$ cat config.mk
export PLATFORM = sky130hd
export DESIGN_NAME = vmcs_regs
export DESIGN_NICKNAME = d
export VERILOG_FILES = /design/src/verilog/vmcs_pkg.sv /design/src/verilog/vmcs_regs.sv
export SDC_FILE = /design/constraint.sdc
export NUM_CORES = 1
export LEC_CHECK = 0
export ABC_AREA = 1
export ABC_CLOCK_PERIOD_IN_PS = 2120
export BUFFER_PORTS_ARGS = -buffer_cell sky130_fd_sc_hd__buf_2
export CAP_MARGIN = 40
export CORE_AREA = 4 4 60 62
export CTS_CLUSTER_SIZE = 10
export DETAILED_ROUTE_END_ITERATION = 12
export DIE_AREA = 0 0 64 66
export GPL_TIMING_DRIVEN = 0
export PLACE_DENSITY_LB_ADDON = 0.05
export SLEW_MARGIN = 20
export SYNTH_ARGS = -nofsm -noshare
export SYNTH_HDL_FRONTEND = slang
export SYNTH_SLANG_ARGS = --single-unit
$ cat constraint.sdc
create_clock -name sys_clk_in -period 2.12 [get_ports sys_clk_in]
set_clock_uncertainty 0.2 [all_clocks]
set_input_delay 0 -clock sys_clk_in [delete_from_list [all_inputs] [get_ports sys_clk_in]]
set_output_delay 0 -clock sys_clk_in [all_outputs]
set_load 0.02 [all_outputs]
$ cat src/verilog/vmcs_pkg.sv
// Package of constants and types for the video mode/color/status registers
// Overview of operation
// RULE1 - Six-bit write-only color select register, written at address 3D9.
// RULE2 - Color bits 0-2 give blue, green, red of the mode's colored area.
// RULE3 - Color bit 3 intensifies border, background or foreground per mode.
// RULE4 - Color bit 4: alternate palette in graphics, background set in text.
// RULE5 - Six-bit write-only mode control register, written at address 3D8.
// RULE6 - Mode bit 0 one gives 80x25 text, zero gives 40x25 text.
// RULE7 - Mode bit 1 one gives 320x200 graphics, zero gives text.
// RULE8 - Mode bit 2 one gives black-and-white, zero gives color output.
// RULE9 - Mode bit 3 gates video on; software turns it off to change modes.
// RULE10 - Mode bit 4 gives 640x200 graphics, foreground from color register.
// RULE11 - Mode bit 5 makes high background bit blink; zero gives 16 colors.
// RULE12 - Four-bit read-only status register at 3DA, returned on input cycle.
// RULE13 - Status bit 0 is one while buffer access cannot disturb the picture.
// RULE14 - Status bit 1 is pen latch, set by rising edge, cleared at reset.
// RULE15 - Any output cycle to 3DB clears the light-pen latch, data ignored; the code keeps it set when a pen edge comes in the same cycle.
// RULE16 - Status bit 2 shows raw light-pen switch, zero while switch is on.
// RULE17 - Status bit 3 is one during vertical retrace.
// RULE18 - Any output cycle to 3DC presets the light-pen latch.
// RULE19 - Addresses decoded from host I/O bus; data bits 6 and 7 ignored.
package vmcs_pkg;
    localparam int ADDR_W = 10;
    localparam int DATA_W = 8;
    localparam int REG_W = 6;
    localparam int COLOR_W = 4;
    localparam logic [ADDR_W-1:0] ADDR_MODE = 10'h3d8;
    localparam logic [ADDR_W-1:0] ADDR_COLOR = 10'h3d9;
    localparam logic [ADDR_W-1:0] ADDR_STATUS = 10'h3da;
    localparam logic [ADDR_W-1:0] ADDR_LP_CLR = 10'h3db;
    localparam logic [ADDR_W-1:0] ADDR_LP_SET = 10'h3dc;
    localparam logic [REG_W-1:0] MODE_RESET = 6'h00;
    localparam logic [REG_W-1:0] COLOR_RESET = 6'h00;
    localparam logic [DATA_W-1:0] DATA_ZERO = 8'h00;
    localparam logic [COLOR_W-1:0] COLOR_ZERO = 4'h0;
    localparam logic [3:0] STATUS_PAD = 4'h0;

    // Mode control register layout, bit 5 down to bit 0
    typedef struct packed {
        logic blink_en;
        logic hires_640;
        logic video_en;
        logic mono;
        logic gfx_320;
        logic text_80;
    } vmcs_mode_t;

    // Color select register layout, bit 5 down to bit 0
    typedef struct packed {
        logic spare;
        logic alt_set;
        logic intens;
        logic [2:0] rgb;
    } vmcs_color_t;

    // Status register layout, bit 3 down to bit 0
    typedef struct packed {
        logic vretrace;
        logic pen_switch;
        logic pen_latch;
        logic access_ok;
    } vmcs_status_t;

    // Complete module state
    typedef struct packed {
        vmcs_mode_t mode;
        vmcs_color_t color;
        logic pen_latch;
        logic pen_prev;
        logic [DATA_W-1:0] rdata;
        logic rack;
        logic [COLOR_W-1:0] border;
        logic [COLOR_W-1:0] gfx_bg;
        logic [COLOR_W-1:0] gfx_fg;
        logic alt_palette;
        logic text_bg_set;
    } vmcs_state_t;
endpackage : vmcs_pkg

$ cat src/verilog/vmcs_regs.sv
// Mode, color select and status registers of the video adapter
`timescale 1ns/1ps
module vmcs_regs (
    input wire logic sys_clk_in, // 25 MHz bus clock
    input wire logic rst_b_in, // Async reset, active low
    input wire logic [9:0] io_addr_in, // I/O address
    input wire logic [7:0] io_wdata_in, // Write data
    input wire logic io_wr_in, // Output cycle strobe
    input wire logic io_rd_in, // Input cycle strobe
    input wire logic access_ok_in, // Buffer access safe
    input wire logic vretrace_in, // Vertical retrace
    input wire logic pen_trig_in, // Light pen trigger
    input wire logic pen_sw_b_in, // Pen switch, low=on
    output logic [7:0] io_rdata_out, // Read data
    output logic io_rack_out, // Read answer
    output logic text_80_out, // 80x25 text
    output logic gfx_320_out, // 320x200 graphics
    output logic mono_out, // Black-and-white
    output logic video_en_out, // Video gated on
    output logic hires_640_out, // 640x200 graphics
    output logic blink_en_out, // Blink attribute
    output logic [3:0] border_color_out, // 40-column text border IRGB
    output logic [3:0] gfx_bg_color_out, // 320 background IRGB
    output logic [3:0] gfx_fg_color_out, // 640 foreground IRGB
    output logic alt_palette_out, // Alternate set
    output logic text_bg_set_out, // Text background set
    output logic pen_latch_out // Light pen latch
);
    vmcs_pkg::vmcs_state_t st_reg;
    vmcs_pkg::vmcs_state_t st_next;
    vmcs_pkg::vmcs_status_t status;
    logic wr_mode;
    logic wr_color;
    logic wr_lp_clr;
    logic wr_lp_set;
    logic rd_status;
    logic pen_rise;
    logic is_gfx;
    logic is_text40;

    // Address decode of the host I/O bus
    assign wr_mode = io_wr_in && (io_addr_in == vmcs_pkg::ADDR_MODE); // RULE5
    assign wr_color = io_wr_in &&
        (io_addr_in == vmcs_pkg::ADDR_COLOR); // RULE1
    assign wr_lp_clr = io_wr_in &&
        (io_addr_in == vmcs_pkg::ADDR_LP_CLR); // RULE15
    assign wr_lp_set = io_wr_in &&
        (io_addr_in == vmcs_pkg::ADDR_LP_SET); // RULE18
    assign rd_status = io_rd_in &&
        (io_addr_in == vmcs_pkg::ADDR_STATUS); // RULE12
    assign pen_rise = pen_trig_in && !st_reg.pen_prev; // RULE14

    // Live status word
    always_comb begin
        status.access_ok = access_ok_in; // RULE13
        status.pen_latch = st_reg.pen_latch; // RULE14
        status.pen_switch = pen_sw_b_in; // RULE16
        status.vretrace = vretrace_in; // RULE17
    end

    // Next-state logic
    always_comb begin
        st_next = st_reg;
        st_next.pen_prev = pen_trig_in;
        if (wr_mode) begin
            st_next.mode = io_wdata_in[vmcs_pkg::REG_W-1:0]; // RULE19
        end
        if (wr_color) begin
            st_next.color = io_wdata_in[vmcs_pkg::REG_W-1:0]; // RULE19
        end
        // Set sources win over the clear address
        if (pen_rise || wr_lp_set) begin
            st_next.pen_latch = 1'b1; // RULE14 RULE18
        end else if (wr_lp_clr) begin
            st_next.pen_latch = 1'b0; // RULE15
        end
        st_next.rack = rd_status;
        st_next.rdata = vmcs_pkg::DATA_ZERO;
        if (rd_status) begin
            st_next.rdata = {vmcs_pkg::STATUS_PAD, status}; // RULE12
        end
        is_gfx = st_next.mode.gfx_320 || st_next.mode.hires_640;
        is_text40 = !is_gfx && !st_next.mode.text_80;
        // Color roles follow the mode in force
        st_next.border = vmcs_pkg::COLOR_ZERO;
        st_next.gfx_bg = vmcs_pkg::COLOR_ZERO;
        st_next.gfx_fg = vmcs_pkg::COLOR_ZERO;
        if (is_text40) begin
            st_next.border = {st_next.color.intens,
                st_next.color.rgb}; // RULE2 RULE3
        end
        if (st_next.mode.gfx_320 && !st_next.mode.hires_640) begin
            st_next.gfx_bg = {st_next.color.intens,
                st_next.color.rgb}; // RULE2 RULE3
        end
        if (st_next.mode.hires_640) begin
            st_next.gfx_fg = {st_next.color.intens,
                st_next.color.rgb}; // RULE10
        end
        st_next.alt_palette = is_gfx && st_next.color.alt_set; // RULE4
        st_next.text_bg_set = !is_gfx && st_next.color.alt_set; // RULE4
    end

    // State register
    always_ff @(posedge sys_clk_in or negedge rst_b_in) begin
        if (!rst_b_in) begin
            st_reg <= '0;
            st_reg.mode <= vmcs_pkg::MODE_RESET;
            st_reg.color <= vmcs_pkg::COLOR_RESET;
        end else begin
            st_reg <= st_next;
        end
    end

    // Outputs straight from flip-flops
    assign io_rdata_out = st_reg.rdata;
    assign io_rack_out = st_reg.rack;
    assign text_80_out = st_reg.mode.text_80; // RULE6
    assign gfx_320_out = st_reg.mode.gfx_320; // RULE7
    assign mono_out = st_reg.mode.mono; // RULE8
    assign video_en_out = st_reg.mode.video_en; // RULE9
    assign hires_640_out = st_reg.mode.hires_640; // RULE10
    assign blink_en_out = st_reg.mode.blink_en; // RULE11
    assign border_color_out = st_reg.border;
    assign gfx_bg_color_out = st_reg.gfx_bg;
    assign gfx_fg_color_out = st_reg.gfx_fg;
    assign alt_palette_out = st_reg.alt_palette;
    assign text_bg_set_out = st_reg.text_bg_set;
    assign pen_latch_out = st_reg.pen_latch;

    // Register writes take data bits 5..0
    a_mode_write: assert property (@(posedge sys_clk_in) // RULE5
        disable iff (!rst_b_in)
        wr_mode |=> {blink_en_out, hires_640_out, video_en_out, mono_out,
            gfx_320_out, text_80_out} == $past(io_wdata_in[5:0]))
        else $error("mode register not loaded");

    a_color_write: assert property (@(posedge sys_clk_in) // RULE1
        disable iff (!rst_b_in)
        wr_color |=> st_reg.color == $past(io_wdata_in[5:0]))
        else $error("color register not loaded");

    a_mode_other_addr: assert property (@(posedge sys_clk_in) // RULE19
        disable iff (!rst_b_in)
        !wr_mode |=> $stable(st_reg.mode))
        else $error("mode changed without its write");

    // Light-pen latch behaviour
    a_pen_edge_set: assert property (@(posedge sys_clk_in) // RULE14
        disable iff (!rst_b_in)
        !pen_trig_in ##1 pen_trig_in |=> pen_latch_out)
        else $error("pen edge did not set latch");

    a_pen_clear: assert property (@(posedge sys_clk_in) // RULE15
        disable iff (!rst_b_in)
        wr_lp_clr && !pen_rise |=> !pen_latch_out)
        else $error("clear address did not clear latch");

    a_pen_preset: assert property (@(posedge sys_clk_in) // RULE18
        disable iff (!rst_b_in)
        wr_lp_set |=> pen_latch_out)
        else $error("preset address did not set latch");

    a_pen_hold: assert property (@(posedge sys_clk_in) // RULE14
        disable iff (!rst_b_in)
        pen_latch_out && !wr_lp_clr |=> pen_latch_out)
        else $error("pen latch dropped by itself");

    // Status reads
    a_status_read: assert property (@(posedge sys_clk_in) // RULE12
        disable iff (!rst_b_in)
        rd_status |=> io_rack_out && io_rdata_out ==
            {4'h0, $past(vretrace_in), $past(pen_sw_b_in),
            $past(pen_latch_out), $past(access_ok_in)})
        else $error("status read data wrong");

    a_read_unmapped: assert property (@(posedge sys_clk_in) // RULE12
        disable iff (!rst_b_in)
        !rd_status |=> !io_rack_out && io_rdata_out == 8'h00)
        else $error("answer to unmapped read");

    // Color roles
    a_border_text40: assert property (@(posedge sys_clk_in) // RULE2
        disable iff (!rst_b_in)
        !text_80_out && !gfx_320_out && !hires_640_out |->
            border_color_out == st_reg.color[3:0])
        else $error("border color not from color register");

    a_fg_hires: assert property (@(posedge sys_clk_in) // RULE10
        disable iff (!rst_b_in)
        hires_640_out |-> gfx_fg_color_out == st_reg.color[3:0]
            && border_color_out == 4'h0)
        else $error("640 foreground color wrong");

    a_alt_palette: assert property (@(posedge sys_clk_in) // RULE4
        disable iff (!rst_b_in)
        alt_palette_out |-> (gfx_320_out || hires_640_out)
            && !text_bg_set_out)
        else $error("alternate palette outside graphics");

    a_text_bg_set: assert property (@(posedge sys_clk_in) // RULE4
        disable iff (!rst_b_in)
        !gfx_320_out && !hires_640_out |->
            text_bg_set_out == st_reg.color.alt_set && !alt_palette_out)
        else $error("text background set wrong");

    a_alt_in_gfx: assert property (@(posedge sys_clk_in) // RULE4
        disable iff (!rst_b_in)
        gfx_320_out || hires_640_out |->
            alt_palette_out == st_reg.color.alt_set && !text_bg_set_out)
        else $error("alternate palette wrong in graphics");

    a_bg_gfx320: assert property (@(posedge sys_clk_in) // RULE2
        disable iff (!rst_b_in)
        gfx_320_out && !hires_640_out |->
            gfx_bg_color_out == st_reg.color[3:0])
        else $error("320 background color wrong");

    a_bg_intensity: assert property (@(posedge sys_clk_in) // RULE3
        disable iff (!rst_b_in)
        gfx_320_out && !hires_640_out |->
            gfx_bg_color_out[3] == st_reg.color.intens)
        else $error("320 background intensity wrong");

    // Each color role stays dark outside the mode that owns it
    a_border_other: assert property (@(posedge sys_clk_in) // RULE6
        disable iff (!rst_b_in)
        text_80_out || gfx_320_out || hires_640_out |->
            border_color_out == 4'h0)
        else $error("border color outside 40-column text");

    a_bg_other: assert property (@(posedge sys_clk_in) // RULE7
        disable iff (!rst_b_in)
        !gfx_320_out || hires_640_out |-> gfx_bg_color_out == 4'h0)
        else $error("background color outside 320 graphics");

    a_fg_other: assert property (@(posedge sys_clk_in) // RULE10
        disable iff (!rst_b_in)
        !hires_640_out |-> gfx_fg_color_out == 4'h0)
        else $error("foreground color outside 640 graphics");

    // Single mode bits follow their data bits
    a_video_gate: assert property (@(posedge sys_clk_in) // RULE9
        disable iff (!rst_b_in)
        wr_mode |=> video_en_out == $past(io_wdata_in[3]))
        else $error("video gate not taken from bit 3");

    a_mono_select: assert property (@(posedge sys_clk_in) // RULE8
        disable iff (!rst_b_in)
        wr_mode |=> mono_out == $past(io_wdata_in[2]))
        else $error("black-and-white not taken from bit 2");

    a_color_other_addr: assert property (@(posedge sys_clk_in) // RULE19
        disable iff (!rst_b_in)
        !wr_color |=> $stable(st_reg.color))
        else $error("color changed without its write");

    // Set sources beat the clear address on a shared edge
    a_set_wins: assert property (@(posedge sys_clk_in) // RULE14
        disable iff (!rst_b_in)
        pen_rise && wr_lp_clr |=> pen_latch_out)
        else $error("clear beat a pen edge");

    a_pen_no_source: assert property (@(posedge sys_clk_in) // RULE14
        disable iff (!rst_b_in)
        !pen_latch_out && !pen_rise && !wr_lp_set |=> !pen_latch_out)
        else $error("pen latch set with no source");

    // Status bits one by one, and answers only after a status read
    a_access_bit: assert property (@(posedge sys_clk_in) // RULE13
        disable iff (!rst_b_in)
        rd_status |=> io_rdata_out[0] == $past(access_ok_in))
        else $error("access bit wrong");

    a_latch_readback: assert property (@(posedge sys_clk_in) // RULE14
        disable iff (!rst_b_in)
        rd_status |=> io_rdata_out[1] == $past(pen_latch_out))
        else $error("pen latch bit wrong");

    a_switch_raw: assert property (@(posedge sys_clk_in) // RULE16
        disable iff (!rst_b_in)
        rd_status |=> io_rdata_out[2] == $past(pen_sw_b_in))
        else $error("pen switch bit wrong");

    a_retrace_bit: assert property (@(posedge sys_clk_in) // RULE17
        disable iff (!rst_b_in)
        rd_status |=> io_rdata_out[3] == $past(vretrace_in))
        else $error("retrace bit wrong");

    a_status_hi_zero: assert property (@(posedge sys_clk_in) // RULE12
        disable iff (!rst_b_in)
        io_rack_out |-> io_rdata_out[7:4] == 4'h0)
        else $error("status upper bits not zero");

    a_rack_source: assert property (@(posedge sys_clk_in) // RULE12
        disable iff (!rst_b_in)
        io_rack_out |-> $past(io_rd_in)
            && $past(io_addr_in) == vmcs_pkg::ADDR_STATUS)
        else $error("read answer without status read");

    a_write_no_rack: assert property (@(posedge sys_clk_in) // RULE12
        disable iff (!rst_b_in)
        io_wr_in && !io_rd_in |=> !io_rack_out)
        else $error("read answer after a write");

    // Main scenarios
    c_mode_write: cover property (@(posedge sys_clk_in)
        disable iff (!rst_b_in) wr_mode ##1 video_en_out);
    c_pen_cycle: cover property (@(posedge sys_clk_in)
        disable iff (!rst_b_in) pen_rise ##1 wr_lp_clr ##1 !pen_latch_out);
    c_status_read: cover property (@(posedge sys_clk_in)
        disable iff (!rst_b_in) rd_status ##1 io_rdata_out[1]);
    c_set_clear_race: cover property (@(posedge sys_clk_in)
        disable iff (!rst_b_in) pen_rise && wr_lp_clr);
    c_hires_fg: cover property (@(posedge sys_clk_in)
        disable iff (!rst_b_in) hires_640_out && gfx_fg_color_out != 4'h0);
endmodule : vmcs_regs

### After elaboration in Yosys (flattened, before gate mapping)

Index checks and enable logic that the tools add are counted.

| word-level totals | value |
|---|---|
| bits in registers | 36 |
| input port bits | 26 |
| output and inout bits | 30 |
| word-level logic and storage cells | 48 |

| operators by class | value |
|---|---|
| equal/unequal tests | 5 |
| multiplexer cells | 8 |
| reduce and logical (&&, ||, !) cells | 17 |

Operators with widths:

| cell | number |
|---|---|
| $eq A10 B10 Y1 const B | 5 |
| $mux W4 | 4 |
| $logic_and A1 B1 Y1 | 10 |
| $mux W5 | 2 |
| $logic_not A1 Y1 | 4 |
| $logic_or A1 B1 Y1 | 2 |
| $mux W1 | 2 |
| $reduce_bool A2 Y1 | 1 |

### Longest topological paths before layout

| logic depth | value |
|---|---|
| depth after elaboration | 7 |
| mapped depth | 9 |
| depth with buffers taken out | 9 |

### Worst setup path before layout

No wires, ideal clock.

| timing | value |
|---|---|
| path type | reg2reg |
| start | reg st_reg (netlist bit gfx_320_out) |
| end | reg st_reg (netlist bit gfx_bg_color_out[0]) |
| setup time | 123 ps |
| data arrival time | 827 ps |
| data required time | 1797 ps |
| slack | 970 ps |
| cell stages (with the launch flop) | 7 |
| period minus slack after synthesis | 1150 ps |
| cells stage by stage | dfrtp_1 inv_1 nand2_2 nand2_4 clkinv_4 nand2_4 nor2_1 |

RTL lines:

| item | line | source |
|---|---|---|
| from (decl) | vmcs_regs.sv:29 | `vmcs_pkg::vmcs_state_t st_reg;` |
| from (signal assigned) | vmcs_regs.sv:111 | `st_reg <= st_next;` |

### Worst setup path in the final report

| timing | value |
|---|---|
| start | in io_addr_in[2] |
| end | reg st_reg (netlist bit video_en_out) |

| on the way | value |
|---|---|
| cells in the longest elaborated chain, start to end | 2 |

Ends and longest elaborated chain:

| item | line | source |
|---|---|---|
| from (decl) | vmcs_regs.sv:6 | `input wire logic [9:0] io_addr_in,` |
| $eq A10 B10 Y1 | vmcs_regs.sv:42 | `assign wr_mode = io_wr_in && (io_addr_in == vmcs_pkg::ADDR_MODE);` |
| $logic_and A1 B1 Y1 | vmcs_regs.sv:42 |  |

No other way between the ends.
A chain may end at the register's enable or synchronous reset.

==> impl_metrics.csv <==
group,metric,value,unit
cells_and_area,layout.area.seq,801,um2
global_route,grt_pass1_wl,5310,um
timing,setup_tns,0,ns
critical_path,critPathMaxFanout,4,
floorplan,die_area,4220,um2
timing,worst_slew_pin_slew,0.695,ns
yosys,ys_ff_latch,32,
critical_path,worstSetupStartpointType,"input pin",
route,drc,0,
global_route,overflow,0,
floorplan,die_w,64,um
pwr,p_sw,0.263,mW
timing,min_period,1.92,ns
pwr,power.density,496,nW/um2
cells_and_area,layout_commonest_cell,"buf_2",
critical_path,reg2regPathDepth,3,
cells_and_area,multi_input_area,468,um2
floorplan,rows,20,
placed_design,gp_congestion,0.755,
global_route,first_global_vias,1237,
timing,setup_viol,0,
cells_and_area,layout_common_cells,"buf_2, dfrtp_1, inv_1",
placed_design,dpl-instance-area,1850,um2
placed_design,io_buffers,49,
clock_tree,htree_levels,2,
cells_and_area,finalCoreUtilization,0.705,
pwr,p_sw_frac,0.248,
yosys,yosysWarnings,0,
clock_tree,postCtsSetupRepairBufs,0,
floorplan,floorplan.core_area,3030,um2
pwr,ir_worst_vdd,0.000293,V
clock_tree,cts_root_buf,"clkbuf_4",
route,drt_iter0_drc,29,
timing,hold_ws,-0.00679,ns
critical_path,crit_arrival,1.98,ns
flow_run,cap_violations,0,
run_status,outcome,"complete, but fails checks",
route,num_vias,1215,
run_status,violations,"hold timing",
cells_and_area,fin_area,2130,um2
timing,timing.fmax,522,MHz
pwr,pwr-share-comb,0.119,
route,ant_nets,0,
yosys,syn_inst,163,
cells_and_area,diodes,0,
yosys,synth.area.top_cells,"dfrtp_1, buf_4, inv_1",
timing,post-route-period-util,0.904,
pwr,power,1.06,mW
cells_and_area,largest_register_ffs,6,
timing,drv_slew,0,
cells_and_area,nets,272,
global_route,antenna_found_initial,0,
global_route,grtUsageTotal,0.165,
yosys,synth.yosys.seq_area_share,0.521,
clock_tree,cts_tree,"yes",
yosys,yosysTopAreaCell,"dfrtp_1",
min_path,hold_depth,6,
global_route,grt_max_degree,33,
route,wl_per_cell,10.6,um
cells_and_area,area_growth,38.9,%
clock_tree,cts_sinks,32,
clock_tree,clkTransAtPathRegs,0.09,ns
route,drtPass1Iterations,4,
pwr,p_clk_frac,0.295,
yosys,netlist_area,1540,um2
pwr,p_seq_frac,0.586,
clock_tree,cts_resized,0,
clock_tree,clockBufferDepth,2,
yosys,ys_types,23,
route,routed_wl,3070,um
cells_and_area,drive_above_1_share,0.415,
yosys,syn_area_per_cell,9.43,um2
critical_path,cp.required,2.18,ns
min_path,hold_class,"input pin to flip-flop",
floorplan,boundaryPins,56,
clock_tree,cts_buffers,5,
critical_path,crit_path_end_kind,"flip-flop",
yosys,synth_top_area_share,0.521,
route,viasPerCell,4.19,
placed_design,hpwl,2180,um
critical_path,crit_type,"input pin to flip-flop",
pwr,intPower,0.796,mW
timing,report.final.hold_viol_count,1,
timing,rsz0062_at_grt,"no",
pwr,leakagePower,1.21,nW
floorplan,start_util,0.507,
floorplan,dieHeight,66,um
cells_and_area,fillers,254,
timing,slew_headroom,0.537,
clock_tree,clock_latency,0.32,ns
-- cell families after synthesis --
| group | synth area share |
|---|---|
| AO/OA/AOI/OAI | 0.0423 |
| other | 0.00244 |
| AND/OR/NAND/NOR | 0.252 |
| flip-flops | 0.521 |
| buffers and inverters | 0.182 |
-- power groups by stage --
stage	combinational (mW)	sequential [mW]	clock, mW
global placement	0.103	0.632	0
floorplan	0.0541	0.634	0
global route	0.140	0.621	0.353
detailed placement	0.106	0.632	0
CTS	0.126	0.620	0.323
finish	0.126	0.620	0.312
-- worst paths after layout --
kind                          startpoint                  end  slack (ns)
setup / recovery           io_addr_in[2]         video_en_out        0.20
hold / removal             io_addr_in[0]      io_rdata_out[1]      -0.007
hold reg to reg            pen_latch_out      io_rdata_out[1]        0.33
min in group asynchronous       rst_b_in           st_reg[23]        0.05
setup reg to reg           pen_latch_out        pen_latch_out        0.68
max in group asynchronous       rst_b_in  gfx_fg_color_out[3]        1.22
-- synthesized netlist by cell type --
cell type	instances
a21oi_2	1
buf_4	20
clkinv_4	1
conb_1	1
dfrtp_1	32
inv_1	31
inv_2	1
nand2_1	21
nand2_2	6
nand2_4	3
nand3_1	7
nand3_2	2
nand3_4	2
nand3b_2	1
nand4_1	1
nor2_1	20
nor2_2	3
nor2_4	1
nor2_8	1
nor3_1	1
o211ai_1	1
o21ai_1	1
o21ai_2	5
-- metrics by stage --
step	setup slack (ns)	instances
after floorplan	0.970	166
after global placement	0.873	259
after detailed placement	0.843	259
after CTS	0.0241	291
after global routing	0.0706	290
final	0.204	290
-- worst max-delay path: stages --
cell,delay [ns]
buf_2,0.11
inv_1,0.08
nand2_2,0.10
nor3_1,0.38
nand3_1,0.12
dlygate4sd3_1,0.58
nand2_1,0.07
dlygate4sd3_1,0.55
-- layer usage --
layer  share of wire  vias up  track usage
li1                -      628            -
met1            0.39      547        0.181
met2            0.53       36        0.295
met3           0.067        4       0.0527
met4           0.012        0       0.0593
met5               0        -            0
-- cell type report --
class	count	share of cell area
Clock inverter	1	0.00234
Tap cell	44	0.0258
Clock buffer	6	0.0193
Multi-Input combinational cell	81	0.219
Inverter	33	0.0604
Timing Repair Buffer	73	0.227
Buffer	20	0.0703
Sequential cell	32	0.375
-- repair_timing --
item / in CTS / in global routing
setup endpoints to repair: 0 / 1
hold buffers: 25 / 0
hold endpoints to repair: 64 / 0
No activity file was read; power rests on OpenSTA's default activity.
